--- config.mk ---
export PLATFORM = sky130hd
export DESIGN_NAME = spl_link
export DESIGN_NICKNAME = d
export VERILOG_FILES = /design/src/spl_pkg.sv /design/src/spl_link.sv
export VERILOG_INCLUDE_DIRS = /design/src
export SDC_FILE = /design/constraint.sdc
export NUM_CORES = 1
export LEC_CHECK = 0
export BUFFER_PORTS_ARGS = -buffer_cell sky130_fd_sc_hd__clkbuf_2
export CORE_MARGIN = 4
export CORE_UTILIZATION = 40
export CTS_CLUSTER_DIAMETER = 60
export CTS_CLUSTER_SIZE = 14
export DETAILED_ROUTE_END_ITERATION = 7
export PLACE_DENSITY = 0.69
export SLEW_MARGIN = 20
export SYNTH_ARGS = -nofsm -noshare
export SYNTH_HDL_FRONTEND = slang
export SYNTH_SLANG_ARGS = --single-unit
--- constraint.sdc ---
create_clock -name core_clk -period 2.96 [get_ports core_clk]
set_input_delay 0.592 -clock core_clk [delete_from_list [all_inputs] [get_ports core_clk]]
set_output_delay 0.592 -clock core_clk [all_outputs]
set_load 0.01 [all_outputs]
--- src/spl_params.svh ---
// Timing and layout constants for the serial host link.
`ifndef SPL_PARAMS_SVH
`define SPL_PARAMS_SVH
`define SPL_CLK_KHZ 50000
`define SPL_SCLK_MAX_KHZ 16000
`define SPL_WAKEUP_INTERVAL_MS 53
`define SPL_FIRST_WRITE_READY_INTERVAL_MS 7
`define SPL_WAKEUP_CYC (`SPL_WAKEUP_INTERVAL_MS * `SPL_CLK_KHZ)
`define SPL_FIRST_WRITE_CYC (`SPL_FIRST_WRITE_READY_INTERVAL_MS * `SPL_CLK_KHZ)
`define SPL_BYTE_W 8
`define SPL_BUF_DEPTH 2
`define SPL_CNT_W 22
`define SPL_IDLE_BYTE 8'h00
`endif

--- src/spl_pkg.sv ---
// Types shared by the serial host link.
`include "spl_params.svh"
package spl_pkg;
	typedef enum logic [1:0]
	{
		SPL_OFF = 2'b00,
		SPL_WAKE = 2'b01,
		SPL_UP = 2'b10
	} spl_pwr_e;
	typedef logic [`SPL_BYTE_W-1:0] spl_byte_t;
	typedef struct packed
	{
		logic sclk;
		logic cs_n;
		logic mosi;
	} spl_link_in_s;
	typedef struct packed
	{
		logic irq_n;
		logic miso;
		logic miso_oe;
	} spl_link_out_s;
endpackage : spl_pkg
--- src/spl_link.sv ---
// Device end of the serial host link with power-up and ready handshake.
// Contract
// - Host clocks from zero to 16 MHz; MOSI is taken at any rate in that range, but MISO lags a launch edge by up to three core cycles.
// - Active-low select enables the link; device answers only while selected.
// - Idle with data waiting, the device pulls the interrupt line low.
// - On select the device pulls interrupt low when ready; first wait about 7 ms.
// - Select is asynchronous and is synchronised inside the device.
// - Launch on rising, capture on falling by default; opposite is selectable.
// - About 53 ms after enable the device pulls interrupt low; host waits.
`timescale 1ns/1ns
`include "spl_params.svh"
module spl_link
	import spl_pkg::*;
#(
	parameter int unsigned WAKE_CYC = `SPL_WAKEUP_CYC,
	parameter int unsigned FIRST_CYC = `SPL_FIRST_WRITE_CYC,
	parameter int unsigned DEPTH = `SPL_BUF_DEPTH
)
(
	// Clock and reset.
	input wire logic core_clk,
	input wire logic rst_n,
	// Pins from and to the host.
	input wire spl_link_in_s link_in,
	input wire logic module_power_enable,
	output spl_link_out_s link_out,
	// Configuration.
	input wire logic launch_on_falling,
	// Received bytes toward the core.
	output logic rx_valid,
	input wire logic rx_ready,
	output spl_byte_t rx_data,
	// Bytes from the core toward the host.
	input wire logic tx_valid,
	output logic tx_ready,
	input wire spl_byte_t tx_data,
	// Status.
	output logic powered_up
);
	localparam int AW = (DEPTH > 1) ? $clog2(DEPTH) : 1;

	// ========================================================================
	// Pin synchronisers.
	// ========================================================================
	logic [2:0] meta;
	logic [2:0] syn;
	logic pwr_meta;
	logic pwr_s;
	logic sclk_d;
	logic sclk_s;
	logic cs_s;
	logic mosi_s;
	// All link pins pass through the same depth, so data stays aligned to its clock.
	always_ff @(posedge core_clk or negedge rst_n)
	begin
		if (!rst_n)
		begin
			meta <= 3'b010;
			syn <= 3'b010;
			pwr_meta <= 1'b0;
			pwr_s <= 1'b0;
			sclk_d <= 1'b0;
		end
		else
		begin
			meta <= link_in;
			syn <= meta;
			pwr_meta <= module_power_enable;
			pwr_s <= pwr_meta;
			sclk_d <= syn[2];
		end
	end
	assign sclk_s = syn[2];
	assign cs_s = syn[1];
	assign mosi_s = syn[0];

	// Edges are found by oversampling, so any host rate down to a stopped clock works.
	logic rise;
	logic fall;
	logic launch;
	logic capture;
	assign rise = sclk_s & ~sclk_d;
	assign fall = ~sclk_s & sclk_d;
	assign launch = launch_on_falling ? fall : rise;
	assign capture = launch_on_falling ? rise : fall;

	// ========================================================================
	// Power-up sequence.
	// ========================================================================
	spl_pwr_e pwr;
	logic [`SPL_CNT_W-1:0] cnt;
	logic first_done;
	logic ready;
	always_ff @(posedge core_clk or negedge rst_n)
	begin
		if (!rst_n)
		begin
			pwr <= SPL_OFF;
		end
		else if (!pwr_s)
		begin
			pwr <= SPL_OFF;
		end
		else
		begin
			unique case (pwr)
				SPL_OFF: pwr <= SPL_WAKE;
				SPL_WAKE:
				begin
					if (cnt == `SPL_CNT_W'(WAKE_CYC - 1))
					begin
						pwr <= SPL_UP;
					end
				end
				SPL_UP: pwr <= SPL_UP;
				default: pwr <= SPL_OFF;
			endcase
		end
	end

	// One counter serves the wake-up time and the first-write wait.
	always_ff @(posedge core_clk or negedge rst_n)
	begin
		if (!rst_n)
		begin
			cnt <= '0;
		end
		else if (pwr == SPL_WAKE)
		begin
			cnt <= cnt + 1'b1;
		end
		else if (pwr == SPL_UP && !cs_s && !first_done)
		begin
			cnt <= cnt + 1'b1;
		end
		else
		begin
			cnt <= '0;
		end
	end

	always_ff @(posedge core_clk or negedge rst_n)
	begin
		if (!rst_n)
		begin
			first_done <= 1'b0;
		end
		else if (pwr != SPL_UP)
		begin
			first_done <= 1'b0;
		end
		else if (!cs_s && cnt == `SPL_CNT_W'(FIRST_CYC - 1))
		begin
			first_done <= 1'b1;
		end
	end
	assign powered_up = (pwr == SPL_UP);

	// ========================================================================
	// Receive buffer.
	// ========================================================================
	spl_byte_t mem [DEPTH];
	logic [AW-1:0] wr_ptr;
	logic [AW-1:0] rd_ptr;
	logic [AW:0] fill;
	logic buf_full;
	logic push;
	logic pop;
	logic [2:0] bit_cnt;
	spl_byte_t rx_sh;
	assign buf_full = (fill == (AW+1)'(DEPTH));
	assign rx_valid = (fill != '0);
	assign rx_data = mem[rd_ptr];
	assign pop = rx_valid & rx_ready;
	assign push = capture & ~cs_s & (bit_cnt == 3'd7) & ~buf_full;
	always_ff @(posedge core_clk or negedge rst_n)
	begin
		if (!rst_n)
		begin
			wr_ptr <= '0;
			rd_ptr <= '0;
			fill <= '0;
		end
		else
		begin
			if (push)
			begin
				wr_ptr <= (wr_ptr == AW'(DEPTH - 1)) ? '0 : wr_ptr + 1'b1;
			end
			if (pop)
			begin
				rd_ptr <= (rd_ptr == AW'(DEPTH - 1)) ? '0 : rd_ptr + 1'b1;
			end
			fill <= fill + (AW+1)'(push) - (AW+1)'(pop);
		end
	end
	always_ff @(posedge core_clk)
	begin
		if (push)
		begin
			mem[wr_ptr] <= {rx_sh[6:0], mosi_s};
		end
	end

	// ========================================================================
	// Shifters.
	// ========================================================================
	logic hold_valid;
	spl_byte_t hold;
	spl_byte_t tx_sh;
	logic load;
	logic miso_q;
	assign load = launch & ~cs_s & (bit_cnt == 3'd0);
	assign tx_ready = ~hold_valid;
	always_ff @(posedge core_clk or negedge rst_n)
	begin
		if (!rst_n)
		begin
			hold_valid <= 1'b0;
			hold <= `SPL_IDLE_BYTE;
		end
		else if (tx_valid && !hold_valid)
		begin
			hold_valid <= 1'b1;
			hold <= tx_data;
		end
		else if (load)
		begin
			hold_valid <= 1'b0;
		end
	end

	always_ff @(posedge core_clk or negedge rst_n)
	begin
		if (!rst_n)
		begin
			bit_cnt <= 3'd0;
			rx_sh <= `SPL_IDLE_BYTE;
		end
		else if (cs_s)
		begin
			bit_cnt <= 3'd0;
		end
		else if (capture)
		begin
			bit_cnt <= bit_cnt + 3'd1;
			rx_sh <= {rx_sh[6:0], mosi_s};
		end
	end

	// A missing core byte sends the idle byte rather than stale data.
	always_ff @(posedge core_clk or negedge rst_n)
	begin
		if (!rst_n)
		begin
			tx_sh <= `SPL_IDLE_BYTE;
			miso_q <= 1'b0;
		end
		else if (load)
		begin
			miso_q <= hold_valid ? hold[7] : 1'b0;
			tx_sh <= hold_valid ? {hold[6:0], 1'b0} : `SPL_IDLE_BYTE;
		end
		else if (launch && !cs_s)
		begin
			miso_q <= tx_sh[7];
			tx_sh <= {tx_sh[6:0], 1'b0};
		end
	end

	// ========================================================================
	// Interrupt line and output enable.
	// ========================================================================
	// The ready level also waits for buffer room, so a full buffer stalls the host.
	logic irq_q;
	logic oe_q;
	assign ready = first_done & ~buf_full;
	always_ff @(posedge core_clk or negedge rst_n)
	begin
		if (!rst_n)
		begin
			irq_q <= 1'b1;
			oe_q <= 1'b0;
		end
		else
		begin
			oe_q <= ~cs_s & (pwr == SPL_UP);
			if (pwr != SPL_UP)
			begin
				irq_q <= 1'b1;
			end
			else if (cs_s)
			begin
				irq_q <= ~(hold_valid | ~first_done);
			end
			else
			begin
				irq_q <= ~ready;
			end
		end
	end
	// Each pin has its own flop, so the bundle has a single driver.
	assign link_out = '{irq_n: irq_q, miso: miso_q, miso_oe: oe_q};
endmodule : spl_link

==> results.py, run 1 <==
metrics = {
    "yosys": {
        "yosysWarnings": 0,
        "synthAdderAreaFrac": 0.03397,
        "synth_flop_cell": "dfrtp_1",
        "synthXorXnorAreaFrac": 0.03804,
        "netlist_instances": 313,
        "syn_area_per_cell_sq_um": 11.77,
        "syn_area_sq_um": 3684,
        "synth_mux_area_frac": 0.08118,
        "synth_most_common_cell": "dfrtp_1",
        "synth_top_area_frac": 0.4348,
        "seq_area_frac_synth": 0.5866,
        "async_flop_share": 0.8072,
        "syn_nets": 340,
        "synth_commonest_cells": "dfrtp_1, nor2_1, nand2_1",
        "synth.area.top_cells": "dfrtp_1, edfxtp_1, mux2_2, ha_1, xnor2_1",
        "synth_edf_count": 16,
        "synth_top_family_by_area": "simple AND/OR/NAND/NOR gates",
        "synth_compound_area_frac": 0.06827,
        "synth-simple-area-share": 0.1603,
        "yosys.area.top_type": "dfrtp_1",
        "yosys.cell_types.count": 43,
        "synth_seq_cells": 83,
    },
    "final_layout": {
        "diodes": 0,
        "area.growth.synth_to_final_pct": 13.72,
        "num-fill-cells": 817,
        "drive_gt1_frac": 0.2472,
        "finalNetCount": 374,
        "seq_area_sq_um": 2161,
        "multi_input_area_sq_um": 1406,
    },
    "sta": {
        "tightestPinTransition_ps": 689.9,
        "fmax_ghz": 0.4417,
        "fin_worst_skew_ps": 6.354,
        "final.min_clock_period_ps": 2264,
        "rsz0062_at_grt": "no",
        "setup_viol": 0,
        "slew_viol_final": 0,
        "hold_viol": 0,
        "slew_headroom": 0.5384,
        "post-route-period-util": 0.7649,
        "fin_ws_ps": 695.9,
        "fin_setup_tns_ps": 0,
    },
    "clock_network": {
        "cts-hold-fix-buffers": 0,
        "postCtsSetupBuffers": 0,
        "cts.path.max_buffers": 2,
        "path_clk_slew_ps": 80,
        "clock_latency_ps": 350,
        "ctsRootBufferMaster": "clkbuf_8",
        "cts_tree": "built",
        "h-tree-depth": 3,
        "cts_sinks": 83,
        "ctsResizeCount": 0,
        "cts_made_buffers": 9,
    },
    "routing": {
        "drc_errors": 0,
        "dr.pass1.iters": 5,
        "vias": 2399,
        "ant_nets": 0,
        "drtIter0Drc": 135,
        "vias_per_cell": 5.215,
        "wire_per_inst_um": 14.22,
        "routed_wl_um": 6541,
    },
    "critical_path": {
        "critPathLaunchType": "flop",
        "cp.arrival_ps": 2250,
        "cp.required_ps": 2940,
        "critPathKind": "flop to flop",
        "end_kind": "flop",
        "worst-path-max-fanout": 9,
        "timing.rr.start": "syn[2]$_DFF_PN0_",
        "timing.critical_path.from": "syn[2]$_DFF_PN0_",
    },
    "global_routing": {
        "globalRoute.totalOverflow": 0,
        "antenna_found_initial": 0,
        "grt_max_degree": 38,
        "grt_pass1_wl_um": 11350,
        "track_usage": 0.1277,
        "grt_pass1_vias": 2371,
    },
    "placement": {
        "dp_hpwl_um": 4540,
        "routabilityCongestion": 0.8394,
        "place_ws_ps": 417.5,
        "portBuffers": 30,
    },
    "floorplan": {
        "num_io_pins": 31,
        "coreArea_sq_um": 8848,
        "dieArea_sq_um": 10810,
        "start_util": 0.4163,
        "rows": 34,
        "dieHeight_um": 104.0,
        "die_w_um": 104.0,
    },
    "outcome": {
        "status": "finished, final reports clean",
    },
    "pwr": {
        "cellLeakagePower_nw": 1.742,
        "p_per_area_nw_per_um2": 732.5,
        "vdd_drop_max_uv": 293.4,
    },
    "flow_run": {
        "maxCapViolCount": 0,
    },
    "worst_hold_path": {
        "hold_path.class": "primary input to async pin",
    },
}
[placed cells by master, fill, tap and decap left out, types with 10 or more instances in the layout]
cell type / n
nor2_1: 28
ha_1: 10
mux2_2: 23
xnor2_1: 13
nand2_1: 24
inv_1: 16
dfrtp_1: 64
clkbuf_2: 29
edfxtp_1: 16
nand3_1: 11
[where the power goes]
part | internal [mW] | switching (mW) | total (mW)
sequential | 1.37 | 0.155 | 1.53
combinational | 0.286 | 0.288 | 0.575
clock | 0.559 | 0.408 | 0.967
[per-stage QoR]
stage | cells | utilization | power, mW | area, sq um | hold slack [ps]
global route | 460 | 0.4734 | 3.243 | 4189 | 288.7
floorplan | 313 | - | 1.946 | 3684 | 296.4
finish | 460 | 0.4734 | 3.069 | 4189 | 254.5
CTS | 460 | 0.4734 | 3.112 | 4189 | 261.5
detailed placement | 444 | 0.4464 | 2.138 | 3950 | 337.8
global placement | 444 | 0.4464 | 2.106 | 3950 | 332.1
[cells by family after synthesis]
family	count (synthesis)
simple gates	111
flops	83
compound gates	38
buf+inv	28
mux	27
xor+xnor	16
fa+ha+maj	10
[state kept, by name, indices dropped and copies added, names as in the netlist, 2 cells and up]
signal   cells
tx_sh        7
syn          3
bit_cnt      3
rx_sh        7
cnt         22
fill         2
hold         8
meta         3
pwr          2
mem         16
[cell type report]
type                    count  area share
well taps                 108     0.03226
repair buffers             35     0.04480
clock buffers               9     0.02957
multi-input cells         202      0.3357
clock inverters             7     0.02748
inverters                  16     0.01434
flip-flops and latches     83      0.5158
[path summary, 6_finish.rpt]
path	endpoint	slack, ps	depth (start not counted)
worst min register to register	pwr_s$_DFF_PN0_	350	0
worst max register to register	mem[0][4]$_DFFE_PP_	700	4
worst min-delay path	hold[3]$_DFFE_PN0P_	250	2
worst max-delay path	mem[0][4]$_DFFE_PP_	700	4
max in group asynchronous	cnt[16]$_DFF_PN0_	2340	2
min in group core_clk	meta[1]$_DFF_PN1_	320	1
[routing by layer]
metal  track usage  share of wire  up-vias
li1              -              -     1172
met1        0.1671           0.49     1175
met2        0.2019           0.46       41
met3       0.03290          0.034       11
met4       0.05318          0.017        0
met5             0              0        -
[critical path, stage by stage, from the launching register on]
cell     delay, ps
dfrtp_1        460
or3b_2         510
a21oi_2        170
nand3_1        180
nor2_1         580
Power figures use the tool's default switching activity.
==> run 2, diff against run 1 <==
==> constraint.sdc (replaced) <==
create_clock -name core_clk -period 2.3 [get_ports core_clk]
set_input_delay 0.46 -clock core_clk [delete_from_list [all_inputs] [get_ports core_clk]]
set_output_delay 0.46 -clock core_clk [all_outputs]
set_load 0.01 [all_outputs]
==> results.py, run 2 (synthesized netlist as in run 1, its figures left out) <==
metrics = {
    "critical_path": {
        "slowest_stage": "or3b_2",
        "critPathKind": "flop to flop",
        "cp.arrival_ps": 2360,
        "crit_path_max_incr_delay_ps": 510,
        "worst-path-max-fanout": 7,
        "cp.required_ps": 2570,
        "crit_family": "simple AND/OR/NAND/NOR gates",
        "worst-path-buf-inv": 1,
        "critPathLaunchType": "flop",
        "path_cells": "or3b_2 -> a21oi_4 -> nand3_1 -> ha_1 -> inv_1 -> ha_1 -> xnor2_1 -> xnor2_1",
        "end_kind": "flop",
        "reg2reg_slack_ps": 210,
    },
    "final_layout": {
        "reg_top3": "cnt: 22 flops, mem: 16 flops, hold: 8 flops",
        "layout.cells.most_common_list": "dfrtp_1, clkbuf_2, nor2_1",
        "area.growth.synth_to_final_pct": 16.20,
        "drive_gt1_frac": 0.2646,
        "top_register": "cnt",
        "finalNetCount": 381,
        "num-fill-cells": 811,
        "layout_commonest_cell": "dfrtp_1",
        "largest_reg_flops": 22,
        "fin_area_sq_um": 4280,
        "diodes": 0,
        "utilization": 0.4837,
        "seq_area_sq_um": 2161,
        "multi_input_area_sq_um": 1414,
    },
    "routing": {
        "drc_errors": 0,
        "dr.pass1.iters": 4,
        "routed_wl_um": 6426,
        "wire_per_inst_um": 13.76,
        "drtIter0Drc": 101,
        "ant_nets": 0,
        "vias": 2392,
        "vias_per_cell": 5.122,
    },
    "clock_network": {
        "ctsRootBufferMaster": "clkbuf_8",
        "path_clk_slew_ps": 90,
        "cts-hold-fix-buffers": 0,
        "postCtsSetupBuffers": 0,
        "cts_sinks": 83,
        "h-tree-depth": 3,
        "cts_tree": "built",
        "clock_latency_ps": 350,
        "ctsResizeCount": 0,
        "cts.path.max_buffers": 2,
        "cts_made_buffers": 9,
    },
    "sta": {
        "slew_headroom": 0.5132,
        "fin_ws_ps": 207.8,
        "holdWs_ps": 111.7,
        "fin_setup_tns_ps": 0,
        "rsz0062_at_grt": "no",
        "hold_viol": 0,
        "tightestPinTransition_ps": 728.8,
        "slew_viol_final": 0,
        "final.min_clock_period_ps": 2092,
        "fin_worst_skew_ps": 9.983,
        "fmax_ghz": 0.4780,
        "setup_viol": 0,
        "post-route-period-util": 0.9096,
    },
    "floorplan": {
        "dieArea_sq_um": 10810,
        "coreArea_sq_um": 8848,
        "start_util": 0.4163,
        "die_w_um": 104.0,
        "dieHeight_um": 104.0,
        "num_io_pins": 31,
        "rows": 34,
    },
    "outcome": {
        "status": "finished, final reports clean",
    },
    "worst_hold_path": {
        "hold_path.class": "primary input to async pin",
    },
    "global_routing": {
        "globalRoute.totalOverflow": 0,
        "grt_pass1_wl_um": 11640,
        "track_usage": 0.1297,
        "grt_max_degree": 40,
        "antenna_found_initial": 0,
        "grt_pass1_vias": 2521,
    },
    "placement": {
        "portBuffers": 30,
        "place_ws_ps": 27.36,
        "routabilityCongestion": 0.8133,
        "dp_hpwl_um": 4561,
        "placed_area_sq_um": 4010,
    },
    "flow_run": {
        "maxCapViolCount": 0,
    },
    "pwr": {
        "cellLeakagePower_nw": 1.795,
        "vdd_drop_max_uv": 476.6,
        "p_per_area_nw_per_um2": 953.9,
    },
}
[run 2: report_power, final]
| part | switching (mW) | internal [mW] |
|---|---|---|
| combinational | 0.376 | 0.374 |
| sequential | 0.189 | 1.77 |
| clock | 0.538 | 0.840 |
| total | 1.10 | 2.98 |
[run 2: area by class of cell]
type / instances / area share
clock buffer: 9 / 0.02894
clock inverter: 7 / 0.03420
inverter: 16 / 0.01403
multi-input combinational: 202 / 0.3303
sequential: 83 / 0.5048
tap: 108 / 0.03157
timing repair buffer: 42 / 0.05612
[run 2: final timing paths]
check,from,endpoint,depth (start not counted)
max in group asynchronous,rst_n,irq_q$_DFF_PN1_,2
setup / recovery,sclk_d$_DFF_PN0_,fill[1]$_DFF_PN0_,8
min in group core_clk,link_in[1],meta[1]$_DFF_PN1_,1
hold reg to reg,pwr_meta$_DFF_PN0_,pwr_s$_DFF_PN0_,0
setup reg to reg,sclk_d$_DFF_PN0_,fill[1]$_DFF_PN0_,8
hold / removal,rst_n,hold[3]$_DFFE_PN0P_,2
[run 2: layer usage]
layer,vias to the layer above,wire length [um],GRT usage,share of wire
met5,-,0,0,0
met4,0,77,0.05793,0.012
met3,8,249,0.03228,0.039
met2,43,3160,0.2159,0.49
li1,1184,-,-,-
met1,1157,2939,0.1595,0.46
[run 2: worst register-to-register path, stage by stage, from the launching register on]
cell	delay [ps]
dfrtp_1	430
or3b_2	510
a21oi_4	170
nand3_1	110
ha_1	290
inv_1	40
ha_1	180
xnor2_1	160
xnor2_1	140
[run 2: stage by stage]
stage | std cells | power [mW]
after global placement | 451 | 2.716
after detailed placement | 451 | 2.753
after global routing | 467 | 4.337
after CTS | 467 | 4.140
after floorplan | 313 | 2.506
final | 467 | 4.083
==> run 3, diff against run 2 <==
--- a/config.mk
+++ b/config.mk
@@ -10,8 +10,9 @@
 export CORE_MARGIN = 4
 export CORE_UTILIZATION = 40
 export CTS_CLUSTER_DIAMETER = 60
-export CTS_CLUSTER_SIZE = 14
+export CTS_CLUSTER_SIZE = 16
 export DETAILED_ROUTE_END_ITERATION = 7
+export GPL_TIMING_DRIVEN = 0
 export PLACE_DENSITY = 0.69
 export SLEW_MARGIN = 20
 export SYNTH_ARGS = -nofsm -noshare
==> results.py, run 3 (synthesized netlist as in run 1, its figures left out) <==
metrics = {
    "final_layout": {
        "layout_commonest_cell": "dfrtp_1",
        "reg_top3": "cnt: 22 flops, mem: 16 flops, hold: 8 flops",
        "fin_area_sq_um": 4260,
        "top_register": "cnt",
        "diodes": 0,
        "drive_gt1_frac": 0.2624,
        "layout.cells.most_common_list": "dfrtp_1, clkbuf_2, nor2_1",
        "finalNetCount": 384,
        "largest_reg_flops": 22,
        "area.growth.synth_to_final_pct": 15.66,
    },
    "critical_path": {
        "end_kind": "flop",
        "cp.arrival_ps": 2390,
        "critPathLaunchType": "flop",
        "critPathKind": "flop to flop",
        "cp.required_ps": 2580,
        "worst-path-max-fanout": 5,
    },
    "clock_network": {
        "ctsRootBufferMaster": "clkbuf_8",
        "cts.path.max_buffers": 2,
        "path_clk_slew_ps": 80,
        "clock_latency_ps": 340,
        "h-tree-depth": 3,
        "cts_tree": "built",
        "cts_sinks": 83,
        "cts-hold-fix-buffers": 0,
        "cts_made_buffers": 9,
    },
    "pwr": {
        "p_per_area_nw_per_um2": 905.9,
        "cellLeakagePower_nw": 1.754,
        "vdd_drop_max_uv": 322.2,
    },
    "global_routing": {
        "globalRoute.totalOverflow": 0,
        "grt_max_degree": 43,
        "grt_pass1_vias": 2425,
        "track_usage": 0.1255,
        "grt_pass1_wl_um": 11180,
        "antenna_found_initial": 0,
    },
    "sta": {
        "setup_viol": 0,
        "post-route-period-util": 0.9176,
        "hold_viol": 0,
        "slew_viol_final": 0,
        "fin_worst_skew_ps": 8.280,
        "tightestPinTransition_ps": 570.8,
        "rsz0062_at_grt": "no",
        "final.min_clock_period_ps": 2110,
        "slew_headroom": 0.6163,
        "fmax_ghz": 0.4739,
        "fin_setup_tns_ps": 0,
    },
    "routing": {
        "dr.pass1.iters": 4,
        "vias": 2442,
        "wire_per_inst_um": 13.65,
        "drtIter0Drc": 135,
        "vias_per_cell": 5.196,
        "drc_errors": 0,
        "routed_wl_um": 6417,
        "ant_nets": 0,
    },
    "floorplan": {
        "dieArea_sq_um": 10810,
        "rows": 34,
        "dieHeight_um": 104.0,
        "die_w_um": 104.0,
        "coreArea_sq_um": 8848,
        "num_io_pins": 31,
        "start_util": 0.4163,
    },
    "placement": {
        "placed_area_sq_um": 3999,
        "dp_hpwl_um": 4608,
        "routabilityCongestion": 0.8007,
        "portBuffers": 30,
    },
    "worst_hold_path": {
        "hold_path.class": "primary input to async pin",
    },
    "outcome": {
        "status": "finished, final reports clean",
    },
    "flow_run": {
        "maxCapViolCount": 0,
    },
}
==> run 3: changes by cell type in the layout (fill, tap and decap cells not counted), sizes merged <==
| cell | before | now |
|---|---|---|
| clkbuf | 38 | 45 |
| buf | 13 | 9 |
| bufinv | 4 | 2 |
| clkinvlp | 0 | 2 |
| clkinv | 1 | 2 |
| inv | 18 | 17 |
==> run 3: repair_timing <==
action / CTS / global route
endpoints found under the setup margin: 27 / 14
buffers inserted: 1 / 2
pin swaps: 1 / 0
gates resized for setup: 3 / 6
==> run 3: worst paths after layout <==
path,slack [ps],cells after the start,endpoint,start
max in group asynchronous,1640,2,irq_q$_DFF_PN1_,rst_n
max,190,8,fill[1]$_DFF_PN0_,syn[2]$_DFF_PN0_
min reg2reg,350,0,pwr_s$_DFF_PN0_,pwr_meta$_DFF_PN0_
min in group core_clk,190,1,meta[1]$_DFF_PN1_,link_in[1]
max reg2reg,190,8,fill[1]$_DFF_PN0_,syn[2]$_DFF_PN0_
min,40,1,hold[0]$_DFFE_PN0P_,rst_n
==> run 3: area by class of cell <==
| cell class | count | area [sq um] |
|---|---|---|
| flip-flops and latches | 83 | 2162 |
| inverters | 16 | 60.06 |
| plain buffers | 11 | 55.05 |
| multi-input cells | 202 | 1438 |
| repair buffers | 34 | 195.2 |
| clock inverters | 7 | 91.34 |
| well taps | 108 | 135.1 |
| fillers | 780 | 4588 |
| clock buffers | 9 | 123.9 |
==> run 3: power breakdown <==
group	internal, mW	switching [mW]
logic	0.392	0.422
clock network	0.608	0.508
registers	1.77	0.162
==> run 3: critical path: stages (launching register included) <==
cell and delay (ps):
dfrtp_2 430, or3b_2 510, a21oi_4 180, nand3_4 120
ha_1 290, inv_1 40, ha_1 180, xnor2_1 160
xnor2_1 130
==> run 3: metrics by stage <==
step / util / hold WS, ps / setup WS [ps] / std cells / total power [mW]
finish: 0.4815 / 44.62 / 189.6 / 470 / 3.859
global route: 0.4815 / 58.86 / 19.63 / 470 / 4.103
CTS: 0.4778 / 42.38 / 1.756 / 469 / 3.908
detailed placement: 0.4519 / 337.8 / -297.2 / 452 / 2.775
global placement: 0.4494 / 332.0 / -224.6 / 451 / 2.723
floorplan: - / 164.4 / 40.77 / 313 / 2.506
==> run 3: routing by layer <==
metal,routed length (um),global-route usage
met5,0,0
met2,3122,0.2001
met4,129,0.06173
met3,176,0.02607
met1,2990,0.1629
